==> src/hdl/evt_defs.svh <==
// Offsets, field positions, reset values and timing constants of the egress tagging and rate registers.
`ifndef EVT_DEFS_SVH
`define EVT_DEFS_SVH

// Register indices; the byte address is four times the index.
`define EVT_IDX_TAG 14'h1c0c
`define EVT_IDX_HQ01 14'h1c0d
`define EVT_IDX_HQ23 14'h1c0e
`define EVT_IDX_P1Q01 14'h1c0f

// Tagging field layout: port p starts at bit p times the stride.
`define EVT_PORT_STRIDE 8
`define EVT_TYPE_OFS 0
`define EVT_CHG_TAG_OFS 2
`define EVT_CHG_PRIO_OFS 3
`define EVT_CHG_VID_OFS 4
`define EVT_INSERT_OFS 5
`define EVT_TAG_MASK 32'h003f3f3f

// Rate field layout: even queue low, odd queue high.
`define EVT_RATE_LO_LSB 0
`define EVT_RATE_HI_LSB 13
`define EVT_RATE_MASK 32'h03ffffff

// Reset values.
`define EVT_TAG_RESET 32'h00000000
`define EVT_RATE_RESET 32'h00000000

// One rate unit is 20 ns per byte at a 5 ns clock period.
`define EVT_UNIT_NS 20
`define EVT_CLK_PERIOD_NS 5
`define EVT_UNIT_CYCLES ((`EVT_UNIT_NS + `EVT_CLK_PERIOD_NS - 1) / `EVT_CLK_PERIOD_NS)

`endif

==> src/hdl/evt_pkg.sv <==
// Types shared by the egress tagging and rate register block.
package evt_pkg;

  // Egress port type codes.
  typedef enum logic [1:0] {
    EVT_TYPE_DUMB = 2'b00,
    EVT_TYPE_ACCESS = 2'b01,
    EVT_TYPE_HYBRID = 2'b10,
    EVT_TYPE_CPU = 2'b11
  } evt_port_type_t;

  // Tag state of a packet as it arrives at egress.
  typedef enum logic [1:0] {
    EVT_PKT_UNTAGGED = 2'b00,
    EVT_PKT_PRIO_TAGGED = 2'b01,
    EVT_PKT_REG_TAGGED = 2'b10,
    EVT_PKT_SPECIAL = 2'b11
  } evt_pkt_tag_t;

  // What egress does to the tag.
  typedef enum logic [2:0] {
    EVT_ACT_PASS = 3'b000,
    EVT_ACT_STRIP = 3'b001,
    EVT_ACT_INSERT = 3'b010,
    EVT_ACT_MODIFY = 3'b011,
    EVT_ACT_SPECIAL = 3'b100
  } evt_action_t;

  // Default VLAN ID and priority of one port.
  typedef struct packed {
    logic [2:0] prio;
    logic [11:0] vid;
  } evt_vlan_dflt_t;

  // One egress tagging decision request.
  typedef struct packed {
    evt_pkt_tag_t tag;
    logic [1:0] ingress;
    logic [1:0] egress;
    logic [11:0] vid;
    logic [2:0] prio;
    logic untag_dflt;
    logic untag_in;
  } evt_tag_req_t;

  // The resulting tag for the egressing packet.
  typedef struct packed {
    evt_action_t action;
    logic [11:0] vid;
    logic [2:0] prio;
    logic [1:0] src_port;
  } evt_tag_res_t;

endpackage : evt_pkg

==> src/hdl/evt_pacer.sv <==
// Per-queue byte pacer that holds off the next byte for the programmed interval.
`timescale 1ns/1ps
`include "evt_defs.svh"

module evt_pacer #(
  parameter int RATE_W = 13,
  parameter int UNIT_CYCLES = `EVT_UNIT_CYCLES
) (
  // Clock and reset.
  input wire logic clk,
  input wire logic rst,
  // Programmed rate field.
  input wire logic [RATE_W-1:0] rate,
  // Byte handshake from the queue.
  input wire logic byte_valid,
  output logic byte_ready
);

  localparam int CNT_W = RATE_W + 6;

  logic [CNT_W-1:0] wait_cnt;
  logic [CNT_W-1:0] next_wait;

  // Interval is (rate + 1) units, less the cycle in which the byte leaves.
  assign next_wait = CNT_W'((CNT_W'(rate) + CNT_W'(1)) * CNT_W'(UNIT_CYCLES) - CNT_W'(1));

  // A queue may send only once the previous interval has run out.
  assign byte_ready = (wait_cnt == '0);

  // The rate is sampled at the byte, so a rewrite only affects the next interval.
  always_ff @(posedge clk or posedge rst)
  begin
    if (rst)
      wait_cnt <= '0;
    else if (byte_valid && byte_ready)
      wait_cnt <= next_wait;
    else if (wait_cnt != '0)
      wait_cnt <= wait_cnt - CNT_W'(1);
  end

  // Bytes are spaced by the interval armed at the previous byte, so a rate rewrite
  // between two bytes does not move the bound that the check applies.
  logic [CNT_W-1:0] gap;
  logic [CNT_W-1:0] last_wait;
  always_ff @(posedge clk or posedge rst)
  begin
    if (rst)
    begin
      gap <= '1;
      last_wait <= '0;
    end
    else if (byte_valid && byte_ready)
    begin
      gap <= CNT_W'(1);
      last_wait <= next_wait;
    end
    else if (gap != '1)
      gap <= gap + CNT_W'(1);
  end

  byte_spacing_a: assert property (@(posedge clk) disable iff (rst)
    (byte_valid && byte_ready && gap != '1) |-> (gap > last_wait))
    else $error("pacer released a byte early");

  minimum_gap_a: assert property (@(posedge clk) disable iff (rst)
    (byte_valid && byte_ready) |=> !byte_ready [*3])
    else $error("pacer gap shorter than one rate unit");

endmodule : evt_pacer

==> src/hdl/evt_regs.sv <==
// Egress tagging rules and egress rate registers with APB access, tag decision and per-queue pacing.
// Behaviour
// - Each port has a two-bit egress port type at bits 17:16 (port 2), 9:8 (port 1) and 1:0 (host).
// - Type 00 passes packets from regular ports untouched and strips the special tag of host packets.
// - Type 01 strips every tag, including special tags from the host port.
// - Type 10 inserts, strips or changes tags according to the port's four enables; special tags are always stripped and priority tags always get the ingress VID.
// - Type 11 adds a special tag naming the port the packet was received on.
// - Port 1 keeps insert, change-VID, change-priority and change-tag at bits 13, 12, 11 and 10.
// - The host port keeps insert, change-VID, change-priority and change-tag at bits 5, 4, 3 and 2.
// - Each queue has a 13-bit rate field, odd queue at bits 25:13, even queue at bits 12:0.
// - A rate field means a time per byte of the field value plus one, times 20 ns.
// - Host queues 0/1 sit in one register and queues 2/3 in the next, queue 3 in the upper field.
// - Port 1 queues 0/1 sit in the register after the host queue 2/3 register, same layout.
// - Hybrid insert tags untagged packets with the ingress defaults if the default VID's un-tag bit is clear.
// - Hybrid change-VID with change-tag replaces a regular tag's VID with the egress default VID, or strips it.
// - Hybrid change-priority sets the egress default priority; priority-tagged packets get the ingress VID.
// - Change-tag gates change-VID and change-priority for regular tags and does nothing for priority tags.
`timescale 1ns/1ps
`include "evt_defs.svh"

module evt_regs #(
  parameter int RATE_W = 13,
  parameter int UNIT_CYCLES = `EVT_UNIT_CYCLES,
  parameter int NUM_QUEUES = 6
) (
  // Clock and reset.
  input wire logic clk,
  input wire logic rst,
  // APB slave.
  input wire logic psel,
  input wire logic penable,
  input wire logic pwrite,
  input wire logic [15:0] paddr,
  input wire logic [31:0] pwdata,
  output logic [31:0] prdata,
  output logic pready,
  output logic pslverr,
  // Default VLAN settings of host, port 1 and port 2.
  input wire evt_pkg::evt_vlan_dflt_t [2:0] vlan_dflt,
  // Tag decision request and result.
  input wire logic tag_req_valid,
  input wire evt_pkg::evt_tag_req_t tag_req,
  output logic tag_res_valid,
  output evt_pkg::evt_tag_res_t tag_res,
  // Byte handshakes: host queues 0..3, then port 1 queues 0..1.
  input wire logic [NUM_QUEUES-1:0] byte_valid,
  output logic [NUM_QUEUES-1:0] byte_ready
);

  logic [31:0] tag_rules;
  logic [31:0] host_q01;
  logic [31:0] host_q23;
  logic [31:0] p1_q01;

  // Byte address of a register index.
  function automatic logic [15:0] addr_of(input logic [13:0] idx);
    addr_of = {idx, 2'b00};
  endfunction : addr_of

  logic wr_en;
  logic setup;
  logic hit_tag;
  logic hit_hq01;
  logic hit_hq23;
  logic hit_p1q01;
  logic hit_any;

  // Address decode, shared by both phases.
  assign hit_tag = (paddr == addr_of(`EVT_IDX_TAG));
  assign hit_hq01 = (paddr == addr_of(`EVT_IDX_HQ01));
  assign hit_hq23 = (paddr == addr_of(`EVT_IDX_HQ23));
  assign hit_p1q01 = (paddr == addr_of(`EVT_IDX_P1Q01));
  assign hit_any = hit_tag | hit_hq01 | hit_hq23 | hit_p1q01;
  assign setup = psel && !penable;
  assign wr_en = psel && penable && pready && pwrite && hit_any;

  // Zero wait states: read data is already captured in the setup cycle.
  assign pready = 1'b1;

  // Tagging rules register; reserved bits never store.
  always_ff @(posedge clk or posedge rst)
  begin
    if (rst)
      tag_rules <= `EVT_TAG_RESET;
    else if (wr_en && hit_tag)
      tag_rules <= pwdata & `EVT_TAG_MASK;
  end

  // Host queue rate registers.
  always_ff @(posedge clk or posedge rst)
  begin
    if (rst)
    begin
      host_q01 <= `EVT_RATE_RESET;
      host_q23 <= `EVT_RATE_RESET;
    end
    else if (wr_en)
    begin
      if (hit_hq01)
        host_q01 <= pwdata & `EVT_RATE_MASK;
      if (hit_hq23)
        host_q23 <= pwdata & `EVT_RATE_MASK;
    end
  end

  // Port 1 queue 0/1 rate register.
  always_ff @(posedge clk or posedge rst)
  begin
    if (rst)
      p1_q01 <= `EVT_RATE_RESET;
    else if (wr_en && hit_p1q01)
      p1_q01 <= pwdata & `EVT_RATE_MASK;
  end

  // Read data and error are taken in the setup cycle and held through the access phase.
  // Unmapped addresses answer with an error and zero data; writes to them are dropped.
  always_ff @(posedge clk or posedge rst)
  begin
    if (rst)
    begin
      prdata <= 32'h00000000;
      pslverr <= 1'b0;
    end
    else if (setup)
    begin
      pslverr <= !hit_any;
      prdata <= 32'h00000000;
      if (!pwrite)
      begin
        if (hit_tag)
          prdata <= tag_rules;
        else if (hit_hq01)
          prdata <= host_q01;
        else if (hit_hq23)
          prdata <= host_q23;
        else if (hit_p1q01)
          prdata <= p1_q01;
      end
    end
  end

  // Rate fields per queue, even queue low and odd queue high.
  logic [NUM_QUEUES-1:0][RATE_W-1:0] rate;
  assign rate[0] = host_q01[`EVT_RATE_LO_LSB +: RATE_W];
  assign rate[1] = host_q01[`EVT_RATE_HI_LSB +: RATE_W];
  assign rate[2] = host_q23[`EVT_RATE_LO_LSB +: RATE_W];
  assign rate[3] = host_q23[`EVT_RATE_HI_LSB +: RATE_W];
  assign rate[4] = p1_q01[`EVT_RATE_LO_LSB +: RATE_W];
  assign rate[5] = p1_q01[`EVT_RATE_HI_LSB +: RATE_W];

  // One pacer per queue.
  genvar q;
  generate
    for (q = 0; q < NUM_QUEUES; q++)
    begin : g_pacer
      evt_pacer #(
        .RATE_W(RATE_W),
        .UNIT_CYCLES(UNIT_CYCLES)
      ) u_pacer (
        .clk(clk),
        .rst(rst),
        .rate(rate[q]),
        .byte_valid(byte_valid[q]),
        .byte_ready(byte_ready[q])
      );
    end
  endgenerate

  // Per-port fields of the egress port being decided.
  evt_pkg::evt_port_type_t eg_type;
  logic en_insert;
  logic en_chg_vid;
  logic en_chg_prio;
  logic en_chg_tag;
  logic [4:0] lsb;

  // Port 2 stride lands on bit 16, port 1 on 8, host on 0; a port code of 3 reads as host.
  assign lsb = (tag_req.egress == 2'b11) ? 5'h00 : 5'(tag_req.egress * `EVT_PORT_STRIDE);
  assign eg_type = evt_pkg::evt_port_type_t'(tag_rules[lsb + 5'(`EVT_TYPE_OFS) +: 2]);
  assign en_insert = tag_rules[lsb + 5'(`EVT_INSERT_OFS)];
  assign en_chg_vid = tag_rules[lsb + 5'(`EVT_CHG_VID_OFS)];
  assign en_chg_prio = tag_rules[lsb + 5'(`EVT_CHG_PRIO_OFS)];
  assign en_chg_tag = tag_rules[lsb + 5'(`EVT_CHG_TAG_OFS)];

  evt_pkg::evt_vlan_dflt_t in_dflt;
  evt_pkg::evt_vlan_dflt_t eg_dflt;
  assign in_dflt = (tag_req.ingress == 2'b11) ? vlan_dflt[0] : vlan_dflt[tag_req.ingress];
  assign eg_dflt = (tag_req.egress == 2'b11) ? vlan_dflt[0] : vlan_dflt[tag_req.egress];

  // Tag decision for one packet.
  evt_pkg::evt_tag_res_t next_res;
  always_comb
  begin
    next_res.action = evt_pkg::EVT_ACT_PASS;
    next_res.vid = tag_req.vid;
    next_res.prio = tag_req.prio;
    next_res.src_port = tag_req.ingress;
    unique case (eg_type)
      evt_pkg::EVT_TYPE_DUMB:
      begin
        if (tag_req.tag == evt_pkg::EVT_PKT_SPECIAL)
          next_res.action = evt_pkg::EVT_ACT_STRIP;
      end
      evt_pkg::EVT_TYPE_ACCESS:
      begin
        if (tag_req.tag != evt_pkg::EVT_PKT_UNTAGGED)
          next_res.action = evt_pkg::EVT_ACT_STRIP;
      end
      evt_pkg::EVT_TYPE_HYBRID:
      begin
        unique case (tag_req.tag)
          evt_pkg::EVT_PKT_UNTAGGED:
          begin
            if (en_insert && !tag_req.untag_dflt)
            begin
              next_res.action = evt_pkg::EVT_ACT_INSERT;
              next_res.vid = in_dflt.vid;
              next_res.prio = in_dflt.prio;
            end
          end
          evt_pkg::EVT_PKT_PRIO_TAGGED:
          begin
            // Change-tag is ignored here on purpose.
            next_res.action = evt_pkg::EVT_ACT_MODIFY;
            next_res.vid = in_dflt.vid;
            if (en_chg_prio)
              next_res.prio = eg_dflt.prio;
          end
          evt_pkg::EVT_PKT_REG_TAGGED:
          begin
            if (en_chg_tag && (en_chg_vid || en_chg_prio))
            begin
              if (tag_req.untag_in)
                next_res.action = evt_pkg::EVT_ACT_STRIP;
              else
              begin
                next_res.action = evt_pkg::EVT_ACT_MODIFY;
                if (en_chg_vid)
                  next_res.vid = eg_dflt.vid;
                if (en_chg_prio)
                  next_res.prio = eg_dflt.prio;
              end
            end
          end
          evt_pkg::EVT_PKT_SPECIAL:
            next_res.action = evt_pkg::EVT_ACT_STRIP;
        endcase
      end
      evt_pkg::EVT_TYPE_CPU:
        next_res.action = evt_pkg::EVT_ACT_SPECIAL;
    endcase
  end

  // Decision result registered, one cycle after the request.
  always_ff @(posedge clk or posedge rst)
  begin
    if (rst)
    begin
      tag_res_valid <= 1'b0;
      tag_res <= '0;
    end
    else
    begin
      tag_res_valid <= tag_req_valid;
      if (tag_req_valid)
        tag_res <= next_res;
    end
  end

  // Checks on the decision path.
  cpu_special_tag_a: assert property (@(posedge clk) disable iff (rst)
    (tag_req_valid && eg_type == evt_pkg::EVT_TYPE_CPU) |=>
      (tag_res.action == evt_pkg::EVT_ACT_SPECIAL && tag_res.src_port == $past(tag_req.ingress)))
    else $error("cpu type did not add a special tag");

  dumb_pass_a: assert property (@(posedge clk) disable iff (rst)
    (tag_req_valid && eg_type == evt_pkg::EVT_TYPE_DUMB && tag_req.tag != evt_pkg::EVT_PKT_SPECIAL)
      |=> tag_res.action == evt_pkg::EVT_ACT_PASS)
    else $error("dumb type changed a regular packet");

  access_strip_a: assert property (@(posedge clk) disable iff (rst)
    (tag_req_valid && eg_type == evt_pkg::EVT_TYPE_ACCESS && tag_req.tag != evt_pkg::EVT_PKT_UNTAGGED)
      |=> tag_res.action == evt_pkg::EVT_ACT_STRIP)
    else $error("access type kept a tag");

  hybrid_insert_a: assert property (@(posedge clk) disable iff (rst)
    (tag_req_valid && eg_type == evt_pkg::EVT_TYPE_HYBRID && tag_req.tag == evt_pkg::EVT_PKT_UNTAGGED)
      |=> ((tag_res.action == evt_pkg::EVT_ACT_INSERT) == $past(en_insert && !tag_req.untag_dflt)))
    else $error("hybrid insert wrong");

  change_gate_a: assert property (@(posedge clk) disable iff (rst)
    (tag_req_valid && eg_type == evt_pkg::EVT_TYPE_HYBRID && tag_req.tag == evt_pkg::EVT_PKT_REG_TAGGED
      && !en_chg_tag) |=> tag_res.action == evt_pkg::EVT_ACT_PASS)
    else $error("regular tag changed without change-tag");

  vid_replace_a: assert property (@(posedge clk) disable iff (rst)
    (tag_req_valid && eg_type == evt_pkg::EVT_TYPE_HYBRID && tag_req.tag == evt_pkg::EVT_PKT_REG_TAGGED
      && en_chg_tag && en_chg_vid && !tag_req.untag_in) |=> tag_res.vid == $past(eg_dflt.vid))
    else $error("vid not replaced by egress default");

  prio_tag_vid_a: assert property (@(posedge clk) disable iff (rst)
    (tag_req_valid && eg_type == evt_pkg::EVT_TYPE_HYBRID && tag_req.tag == evt_pkg::EVT_PKT_PRIO_TAGGED)
      |=> tag_res.vid == $past(in_dflt.vid))
    else $error("priority tag did not get ingress default vid");

  prio_replace_a: assert property (@(posedge clk) disable iff (rst)
    (tag_req_valid && eg_type == evt_pkg::EVT_TYPE_HYBRID && tag_req.tag == evt_pkg::EVT_PKT_REG_TAGGED
      && en_chg_tag && en_chg_prio && !tag_req.untag_in) |=> tag_res.prio == $past(eg_dflt.prio))
    else $error("priority not replaced by egress default");

  // Every request gets exactly one result, one clock later.
  result_valid_a: assert property (@(posedge clk) disable iff (rst)
    tag_req_valid |=> tag_res_valid)
    else $error("decision result missing");

  // Checks on the register file.
  tag_write_a: assert property (@(posedge clk) disable iff (rst)
    (wr_en && hit_tag) |=> (tag_rules == ($past(pwdata) & `EVT_TAG_MASK)) && tag_rules[31:22] == 10'h000)
    else $error("tagging register write lost or reserved bits stored");

  rate_field_a: assert property (@(posedge clk) disable iff (rst)
    (wr_en && hit_hq01) |=> rate[1] == $past(pwdata[25:13]) && rate[0] == $past(pwdata[12:0]))
    else $error("rate field layout wrong");

  readback_a: assert property (@(posedge clk) disable iff (rst)
    (setup && !pwrite && hit_p1q01) |=> prdata == $past(p1_q01) && !pslverr)
    else $error("port 1 rate read back wrong");

  unmapped_err_a: assert property (@(posedge clk) disable iff (rst)
    (setup && !hit_any) |=> pslverr && prdata == 32'h00000000)
    else $error("unmapped access not refused");

  // Main scenarios.
  hybrid_modify_c: cover property (@(posedge clk) disable iff (rst)
    tag_res_valid && tag_res.action == evt_pkg::EVT_ACT_MODIFY);
  insert_c: cover property (@(posedge clk) disable iff (rst)
    tag_res_valid && tag_res.action == evt_pkg::EVT_ACT_INSERT);
  paced_byte_c: cover property (@(posedge clk) disable iff (rst)
    byte_valid[4] && !byte_ready[4] ##[1:64] byte_ready[4]);
  rate_write_c: cover property (@(posedge clk) disable iff (rst) wr_en && hit_hq23);

endmodule : evt_regs

==> config.mk <==
export PLATFORM = sky130hd
export DESIGN_NAME = evt_regs
export DESIGN_NICKNAME = d
export VERILOG_FILES = /design/src/hdl/evt_pkg.sv /design/src/hdl/evt_pacer.sv /design/src/hdl/evt_regs.sv
export VERILOG_INCLUDE_DIRS = /design/src /design/src/hdl
export SDC_FILE = /design/constraint.sdc
export NUM_CORES = 1
export LEC_CHECK = 0
export BUFFER_PORTS_ARGS = -buffer_cell sky130_fd_sc_hd__buf_2
export CAP_MARGIN = 20
export CORE_MARGIN = 2
export CORE_UTILIZATION = 55
export CTS_BUF_LIST = sky130_fd_sc_hd__clkbuf_4 sky130_fd_sc_hd__clkbuf_8
export DETAILED_ROUTE_END_ITERATION = 10
export PLACE_DENSITY_LB_ADDON = 0.08
export SKIP_LAST_GASP = 1
export SLEW_MARGIN = 30
export SYNTH_ARGS = -nofsm -noshare
export SYNTH_HDL_FRONTEND = slang
export SYNTH_SLANG_ARGS = --single-unit
==> constraint.sdc <==
create_clock -name clk -period 8.4 [get_ports clk]
set_clock_uncertainty 0.15 [all_clocks]
set_input_delay 0.42 -clock clk [delete_from_list [all_inputs] [get_ports clk]]
set_output_delay 0.42 -clock clk [all_outputs]
set_load 0.03 [all_outputs]
==> impl_summary.txt, run 1 <==
----------------------------------------------------
[Run status]
  Outcome ... finished clean

[Placement]
  # port buffers ... 175
  Post-Place Setup Slack ... 4.44 ns
  Detailed placer's ending HPWL ... 31600 um
  Routability congestion estimate from global placement ... 0.858

[Logic synthesis]
  Cell Area, Synth ... 16900 sq um
  Top cell type's share of synthesized area ... 0.382
  Synthesis-stage register bit count ... 258
  Number of synthesized flops with an enable pin ... 0
  Sequential cell area fraction in the yosys report ... 0.382
  Share of synthesized flip-flops with an asynchronous set or reset ... 1.00
  Most frequently used flop master after synthesis ... sky130_fd_sc_hd__dfrtp_1
  Post-synthesis cell count ... 1859
  Post-synth cell types ... 79
  Cell accounting for the most synthesized area ... sky130_fd_sc_hd__dfrtp_1
  Main area contributors after synthesis ... sky130_fd_sc_hd__dfrtp_1 (38%), sky130_fd_sc_hd__mux2_2 (8.8%), sky130_fd_sc_hd__xnor2_1 (6.4%), sky130_fd_sc_hd__mux2i_1 (4.0%), sky130_fd_sc_hd__a21oi_1 (3.8%)
  Average cell area after synthesis ... 9.09 sq um
  Yosys warns ... 0

[Layout]
  Commonest non-fill, non-tap cells in the layout ... sky130_fd_sc_hd__dfrtp_1 (258), sky130_fd_sc_hd__buf_2 (175), sky130_fd_sc_hd__nand2_1 (154)
  Most frequent standard cell in the layout excluding fill and tap cells ... sky130_fd_sc_hd__dfrtp_1
  Fraction of layout cells with a size suffix above 1 ... 0.215
  Footprint of the multi-input gates ... 9760 sq um
  Fin nets ... 2124
  Filler cells ... 2639
  Footprint of the flip-flops and latches ... 6460 sq um
  Signed area change from the synthesized netlist to the final layout ... 12.9%

[Worst setup path]
  Chain of cells forming the critical path ... inv_1 -> ha_1 -> or3b_2 -> nor4_1 -> nand3_1 -> inv_1 -> buf_2
  Critical path launch point ... g_pacer[2].u_pacer.wait_cnt[0]$_DFFE_PP0P_
  Master of the slowest instance on the critical path ... sky130_fd_sc_hd__nand3_1
  Kind of launch point of the worst setup path ... flip-flop
  Largest stage delay on the critical path ... 0.63 ns
  Reg-to-reg endpoint ... g_pacer[2].u_pacer.wait_cnt[11]$_DFFE_PP0P_
  R2R setup slack ... 4.72 ns
  Setup crit end kind ... primary output
  Arr. time, crit path ... 3.73 ns
  FF-to-FF Start ... g_pacer[2].u_pacer.wait_cnt[0]$_DFFE_PP0P_
  CP required ... 7.83 ns
  Crit Path Max Fanout ... 14
  Classification of the worst setup path ... flip-flop to primary output
  CP most frequent cell ... sky130_fd_sc_hd__inv_1
  Depth of the worst register-to-register path ... 9

[Drt]
  Final ANT Viol Nets ... 0
  Initial drt markers ... 945
  Total via count after detailed routing ... 14800
  Routed WL ... 44900 um
  DRC viols ... 0
  Total iterations of the first detailed-routing run ... 8
  Vias/cell ... 6.12
  Wirelength per Cell ... 18.6 um

[STA]
  Setup TNS ... 0 ns
  Post-route clock period utilization ... 0.512
  Total count of hold-check failures in the final report ... 0
  Highest achievable clock rate ... 0.233 GHz
  Worst Setup Slack, final ... 4.10 ns
  Pins Over Slew Limit ... 0
  Least-Margin Pin Slew ... 0.970 ns
  Count of endpoints failing setup in the final report ... 0
  Rel. slew slack ... 0.351
  Period minus WS final ... 4.30 ns
  Unrepaired setup endpoints after global routing ... false

[Min path]
  Hold crit path type ... primary input to flip-flop
  Hold Path Cell Cnt ... 3
  Hold-critical path endpoint ... host_q01[20]$_DFFE_PP0P_
  Startpoint of the worst hold path ... pwdata[20]

[Pwr]
  Worst ir drop on vdd ... 0.166 mV
  Leakage dissipation ... 8.21 nW
  Internal Pwr Total ... 2.26 mW
  Switching power ... 0.900 mW
  Comb pwr share ... 0.140
  Register share of total power ... 0.468
  Power per standard cell area ... 166 nW/um^2
  Fraction of power spent switching nets ... 0.285
  Clock network fraction of total power ... 0.392

[Clock network]
  Number of sinks handled by clock tree synthesis ... 258
  CTS Root Buffer Type ... sky130_fd_sc_hd__clkbuf_8
  TritonCTS clock tree ... built
  Setup bufs post-CTS ... 0
  Bufs on Longest Clock Path ... 3
  Number of H-tree levels ... 2
  Clock-pin slew reported for the worst setup and hold paths after clock tree synthesis ... 0.06 ns
  Resized Gates After CTS ... 0
  Clock latency at the later pin of the worst-skew pair ... 0.58 ns
  Clock buffers created by TritonCTS ... 46

[Global route]
  Antenna violations before repair ... 4
  Total global routing track utilization ... 0.274
  First-pass GRT wire length ... 70400 um
  Number of global-route vias before repair ... 13600
  Global-route congestion overflow total ... 0
  Pin count of the biggest net entering global routing ... 131

[Floorplanning]
  Cell row count ... 64
  Core box area ... 30400 sq um
  Boundary pin count ... 189
  Total Die Area ... 32100 sq um
  Die outline height ... 179 um
  Width of the chip ... 179 um
  Initial Util ... 0.555

[Job]
  Maximum capacitance violations ... 0

----------------------------------------------------
==> flip-flops by register name, summed over array words and instances, names as in the netlist <==
name	count
g_pacer.u_pacer.wait_cnt	114
host_q01	26
host_q23	26
p1_q01	26
prdata	26
pslverr	1
tag_res	20
tag_res_valid	1
tag_rules	18
==> power groups by stage <==
stage / Combinational, mW / Sequential [mW] / Clock (mW)
floorplan: 0.304 / 1.50 / 0
global placement: 0.419 / 1.49 / 0
detailed placement: 0.432 / 1.50 / 0
CTS: 0.444 / 1.48 / 1.26
global route: 0.494 / 1.50 / 1.32
finish: 0.442 / 1.48 / 1.24
==> synthesized netlist by cell type (6+ instances only) <==
master,instances
sky130_fd_sc_hd__a211oi_1,30
sky130_fd_sc_hd__a21oi_1,128
sky130_fd_sc_hd__a221o_1,12
sky130_fd_sc_hd__a222oi_1,11
sky130_fd_sc_hd__a22o_1,8
sky130_fd_sc_hd__a311oi_1,11
sky130_fd_sc_hd__a31oi_1,19
sky130_fd_sc_hd__and2_1,9
sky130_fd_sc_hd__and3_1,26
sky130_fd_sc_hd__and4_1,6
sky130_fd_sc_hd__buf_1,14
sky130_fd_sc_hd__buf_4,14
sky130_fd_sc_hd__clkbuf_1,116
sky130_fd_sc_hd__dfrtp_1,258
sky130_fd_sc_hd__ha_1,12
sky130_fd_sc_hd__inv_1,29
sky130_fd_sc_hd__mux2_2,132
sky130_fd_sc_hd__mux2i_1,68
sky130_fd_sc_hd__nand2_1,154
sky130_fd_sc_hd__nand2b_1,12
sky130_fd_sc_hd__nand3_1,47
sky130_fd_sc_hd__nand4_1,21
sky130_fd_sc_hd__nor2_1,138
sky130_fd_sc_hd__nor2b_1,25
sky130_fd_sc_hd__nor3_1,66
sky130_fd_sc_hd__nor3b_1,12
sky130_fd_sc_hd__nor4_1,32
sky130_fd_sc_hd__nor4b_1,7
sky130_fd_sc_hd__o211ai_1,12
sky130_fd_sc_hd__o21ai_0,82
sky130_fd_sc_hd__o22ai_1,26
sky130_fd_sc_hd__o31ai_1,10
sky130_fd_sc_hd__or2_2,10
sky130_fd_sc_hd__or3_1,14
sky130_fd_sc_hd__or4_1,22
sky130_fd_sc_hd__xnor2_1,123
sky130_fd_sc_hd__xor2_1,60
==> worst max-delay path: cells and delay by family, from the launching register on <==
| family | cells | cell delay (ns) |
|---|---|---|
| buf+inv | 3 | 0.87 |
| fa+ha+maj | 1 | 0.17 |
| flops | 1 | 0.40 |
| simple gates | 3 | 1.72 |
==> metrics by stage <==
| stage | std cells | cell area, sq um | utilization | power [mW] | hold WS (ns) |
|---|---|---|---|---|---|
| after global placement | 2302 | 17800 | 0.585 | 1.91 | 0.311 |
| after floorplan | 1864 | 16900 | - | 1.80 | 0.301 |
| final | 2412 | 19100 | 0.627 | 3.16 | 0.0206 |
| after CTS | 2409 | 19100 | 0.626 | 3.19 | 0.0000997 |
| after global routing | 2411 | 19100 | 0.627 | 3.31 | 0.00678 |
| after detailed placement | 2302 | 17800 | 0.585 | 1.93 | 0.315 |
==> worst max path at each step <==
stage          depth (start not counted)                                          to  slack (ns)
6_report                               7                               byte_ready[2]        4.10
5_1_grt                                7                               byte_ready[2]        3.82
4_1_cts                                7                               byte_ready[2]        4.13
3_5_place_dp                           9                     tag_res[14]$_DFFE_PP0P_        4.44
3_3_place_gp                           9                      tag_res[6]$_DFFE_PP0P_        4.55
2_1_floorplan                          1  g_pacer[0].u_pacer.wait_cnt[0]$_DFFE_PP0P_        0.73
==> cell type report <==
cell class | count | share of cell area
clock buffers | 74 | 0.0491
multi-input cells | 1430 | 0.512
flip-flops and latches | 258 | 0.338
repair buffers | 218 | 0.0670
inverters | 30 | 0.00662
diodes | 2 | 0.000262
well taps | 396 | 0.0260
clock inverters | 4 | 0.00105
==> routing by layer <==
layer  wire (um)  vias to the layer above  track usage
li1            -                     7020            -
met1       19700                     7183        0.373
met5          30                        -            0
met4        1270                        6       0.0840
met3        2940                       92       0.0496
met2       21000                      464        0.445
==> kinds of logic (layout without fill, tap and decap cells) <==
kind of cell               Yosys count  in the layout  share of synthesized area
other                                2              9                   0.000445
AOI/OAI and AO/OA                  400            400                      0.151
DFF                                258            258                      0.382
buffers and inverters              176            326                     0.0424
and+or+nand+nor                    627            627                      0.190
muxes                              201            201                      0.130
xor gates and xnor gates           183            183                     0.0949
adders and majority gates           12             12                    0.00889
==> what timing repair did <==
item | 4_1_cts | 5_1_grt
endpoints found under the setup margin | 0 | 0
hold buffers | 29 | 1
hold endpoints to repair | 175 | 1
Note: power is estimated with default switching activity, not from simulation.
==> run 2: changes to the inputs <==
clock period = 4.3 ns   (was 8.4 ns; I/O delays follow)
==> impl_summary.txt, run 2 (same netlist as run 1, synthesis figures left out) <==
----------------------------------------------------
[Global route]
  Pin count of the biggest net entering global routing ... 123
  Antenna violations before repair ... 0
  Number of global-route vias before repair ... 14000
  First-pass GRT wire length ... 71400 um
  Total global routing track utilization ... 0.277
  Global-route congestion overflow total ... 0

[Floorplanning]
  Width of the chip ... 179 um
  Cell row count ... 64
  Initial Util ... 0.555
  Die outline height ... 179 um
  Total Die Area ... 32100 sq um
  Boundary pin count ... 189
  Core box area ... 30400 sq um

[Drt]
  Final ANT Viol Nets ... 0
  Routed WL ... 45000 um
  Initial drt markers ... 1021
  Vias/cell ... 6.06
  DRC viols ... 0
  Wirelength per Cell ... 18.4 um
  Total iterations of the first detailed-routing run ... 6
  Total via count after detailed routing ... 14800

[STA]
  Rel. slew slack ... 0.426
  Total count of hold-check failures in the final report ... 9
  Post-route clock period utilization ... 0.832
  Pins Over Slew Limit ... 0
  Worst Setup Slack, final ... 0.720 ns
  Highest achievable clock rate ... 0.279 GHz
  Unrepaired setup endpoints after global routing ... false
  Least-Margin Pin Slew ... 0.861 ns
  Setup TNS ... 0 ns
  Final hold slack ... -0.0135 ns
  Count of endpoints failing setup in the final report ... 0
  Period minus WS final ... 3.58 ns

[Clock network]
  Number of H-tree levels ... 2
  Clock-pin slew reported for the worst setup and hold paths after clock tree synthesis ... 0.06 ns
  Setup bufs post-CTS ... 0
  TritonCTS clock tree ... built
  Bufs on Longest Clock Path ... 3
  Clock latency at the later pin of the worst-skew pair ... 0.59 ns
  Number of sinks handled by clock tree synthesis ... 258
  CTS Root Buffer Type ... sky130_fd_sc_hd__clkbuf_8
  Clock buffers created by TritonCTS ... 47

[Run status]
  Outcome ... finished with violations
  Violated checks ... negative hold slack

[Placement]
  Post-Place Setup Slack ... 1.01 ns
  Routability congestion estimate from global placement ... 0.857
  Detailed placer's ending HPWL ... 31900 um
  Post-Place Cell Area ... 17900 sq um
  # port buffers ... 175

[Worst setup path]
  R2R setup slack ... 0.99 ns
  Worst path buffer plus inverter count ... 3
  Crit Path Max Fanout ... 17
  Cell class contributing the biggest share of worst-path delay ... simple AND/OR/NAND/NOR gates
  Kind of launch point of the worst setup path ... flip-flop
  Setup crit end kind ... primary output
  CP most frequent cell ... sky130_fd_sc_hd__inv_1
  Depth of the worst register-to-register path ... 10
  Critical path depth in cells ... 7
  Master of the slowest instance on the critical path ... sky130_fd_sc_hd__or3_1
  CP required ... 3.93 ns
  Arr. time, crit path ... 3.21 ns
  Classification of the worst setup path ... flip-flop to primary output
  Largest stage delay on the critical path ... 0.68 ns
  Chain of cells forming the critical path ... inv_1 -> ha_1 -> nor3b_1 -> nand4b_1 -> or3_1 -> inv_1 -> buf_2
  FF-to-FF Start ... g_pacer[0].u_pacer.wait_cnt[0]$_DFFE_PP0P_
  Reg-to-reg endpoint ... g_pacer[0].u_pacer.wait_cnt[11]$_DFFE_PP0P_

[Pwr]
  Worst ir drop on vdd ... 0.222 mV
  Leakage dissipation ... 8.40 nW
  Power per standard cell area ... 330 nW/um^2

[Layout]
  Signed area change from the synthesized netlist to the final layout ... 15.3%
  Antenna diodes ... 0
  Commonest non-fill, non-tap cells in the layout ... sky130_fd_sc_hd__dfrtp_1 (258), sky130_fd_sc_hd__buf_2 (175), sky130_fd_sc_hd__nand2_1 (154)
  Fraction of layout cells with a size suffix above 1 ... 0.219
  Final std cell area, no fill ... 19500 sq um
  Fin nets ... 2152
  Top reg by flops ... g_pacer.u_pacer.wait_cnt
  Most frequent standard cell in the layout excluding fill and tap cells ... sky130_fd_sc_hd__dfrtp_1
  Max FFs per register ... 114

[Job]
  Maximum capacitance violations ... 0

[Min path]
  Hold crit path type ... primary input to asynchronous set/reset pin

----------------------------------------------------
[run 2: cell types whose count changed in the layout (fill, tap and decap cells not counted)]
| cell | change |
|---|---|
| sky130_fd_sc_hd__dlygate4sd3_1 | +21 |
| sky130_fd_sc_hd__clkinv_2 | +5 |
| sky130_fd_sc_hd__buf_6 | -1 |
| sky130_fd_sc_hd__clkinvlp_4 | +2 |
| sky130_fd_sc_hd__clkbuf_8 | +5 |
| sky130_fd_sc_hd__or4_1 | -1 |
| sky130_fd_sc_hd__buf_4 | +4 |
| sky130_fd_sc_hd__buf_12 | +3 |
| sky130_fd_sc_hd__clkbuf_4 | -6 |
| sky130_fd_sc_hd__diode_2 | -2 |
| sky130_fd_sc_hd__bufinv_16 | +2 |
| sky130_fd_sc_hd__inv_6 | +1 |
| sky130_fd_sc_hd__or4_2 | +1 |
| sky130_fd_sc_hd__clkinv_8 | -1 |
[run 2: where the power goes]
part | leakage, nW | switching, mW | total [mW] | internal (mW)
sequential | 3.22 | 0.233 | 2.89 | 2.66
combinational | 4.60 | 0.477 | 0.890 | 0.413
clock | 0.575 | 1.10 | 2.65 | 1.55
[run 2: how the worst max path moves through the flow]
| stage | startpoint | endpoint | slack [ns] |
|---|---|---|---|
| 2_1_floorplan | rst | g_pacer[0].u_pacer.wait_cnt[0]$_DFFE_PP0P_ | 0.54 |
| 3_3_place_gp | tag_req[17] | tag_res[8]$_DFFE_PP0P_ | 1.04 |
| 3_5_place_dp | g_pacer[0].u_pacer.wait_cnt[0]$_DFFE_PP0P_ | g_pacer[0].u_pacer.wait_cnt[11]$_DFFE_PP0P_ | 1.01 |
| 4_1_cts | g_pacer[0].u_pacer.wait_cnt[0]$_DFFE_PP0P_ | byte_ready[0] | 0.71 |
| 5_1_grt | g_pacer[0].u_pacer.wait_cnt[0]$_DFFE_PP0P_ | byte_ready[0] | 0.53 |
| 6_report | g_pacer[0].u_pacer.wait_cnt[0]$_DFFE_PP0P_ | byte_ready[0] | 0.72 |
[run 2: per-layer routing]
layer,share of wire,GRT usage
met5,0.0010,0.0112
met4,0.027,0.0864
met3,0.064,0.0528
met2,0.48,0.460
met1,0.43,0.366
[run 2: area by class of cell]
type | count | area (sq um)
multi-input combinational | 1430 | 9760
clock buffer | 73 | 961
clock inverter | 13 | 121
fill | 2598 | 10900
inverter | 30 | 118
timing repair buffer | 245 | 1570
sequential | 258 | 6460
tap | 396 | 495
[run 2: what timing repair did]
item / 4_1_cts / 5_1_grt
gates resized for setup: 0 / 0
hold buffers: 51 / 0
endpoints found under the hold margin: 217 / 0
setup endpoints to repair: 0 / 0
[run 2: worst min-delay path, stage by stage]
cell and delay (ns):
sky130_fd_sc_hd__dlygate4sd3_1 0.53, sky130_fd_sc_hd__buf_2 0.13, sky130_fd_sc_hd__clkinvlp_4 0.24
[run 2: per-stage QoR]
step / std cells / util / total power, mW
finish: 2445 / 0.640 / 6.43
global route: 2445 / 0.640 / 6.73
global placement: 2307 / 0.587 / 3.74
floorplan: 1864 / - / 3.52
CTS: 2444 / 0.640 / 6.47
detailed placement: 2307 / 0.587 / 3.78
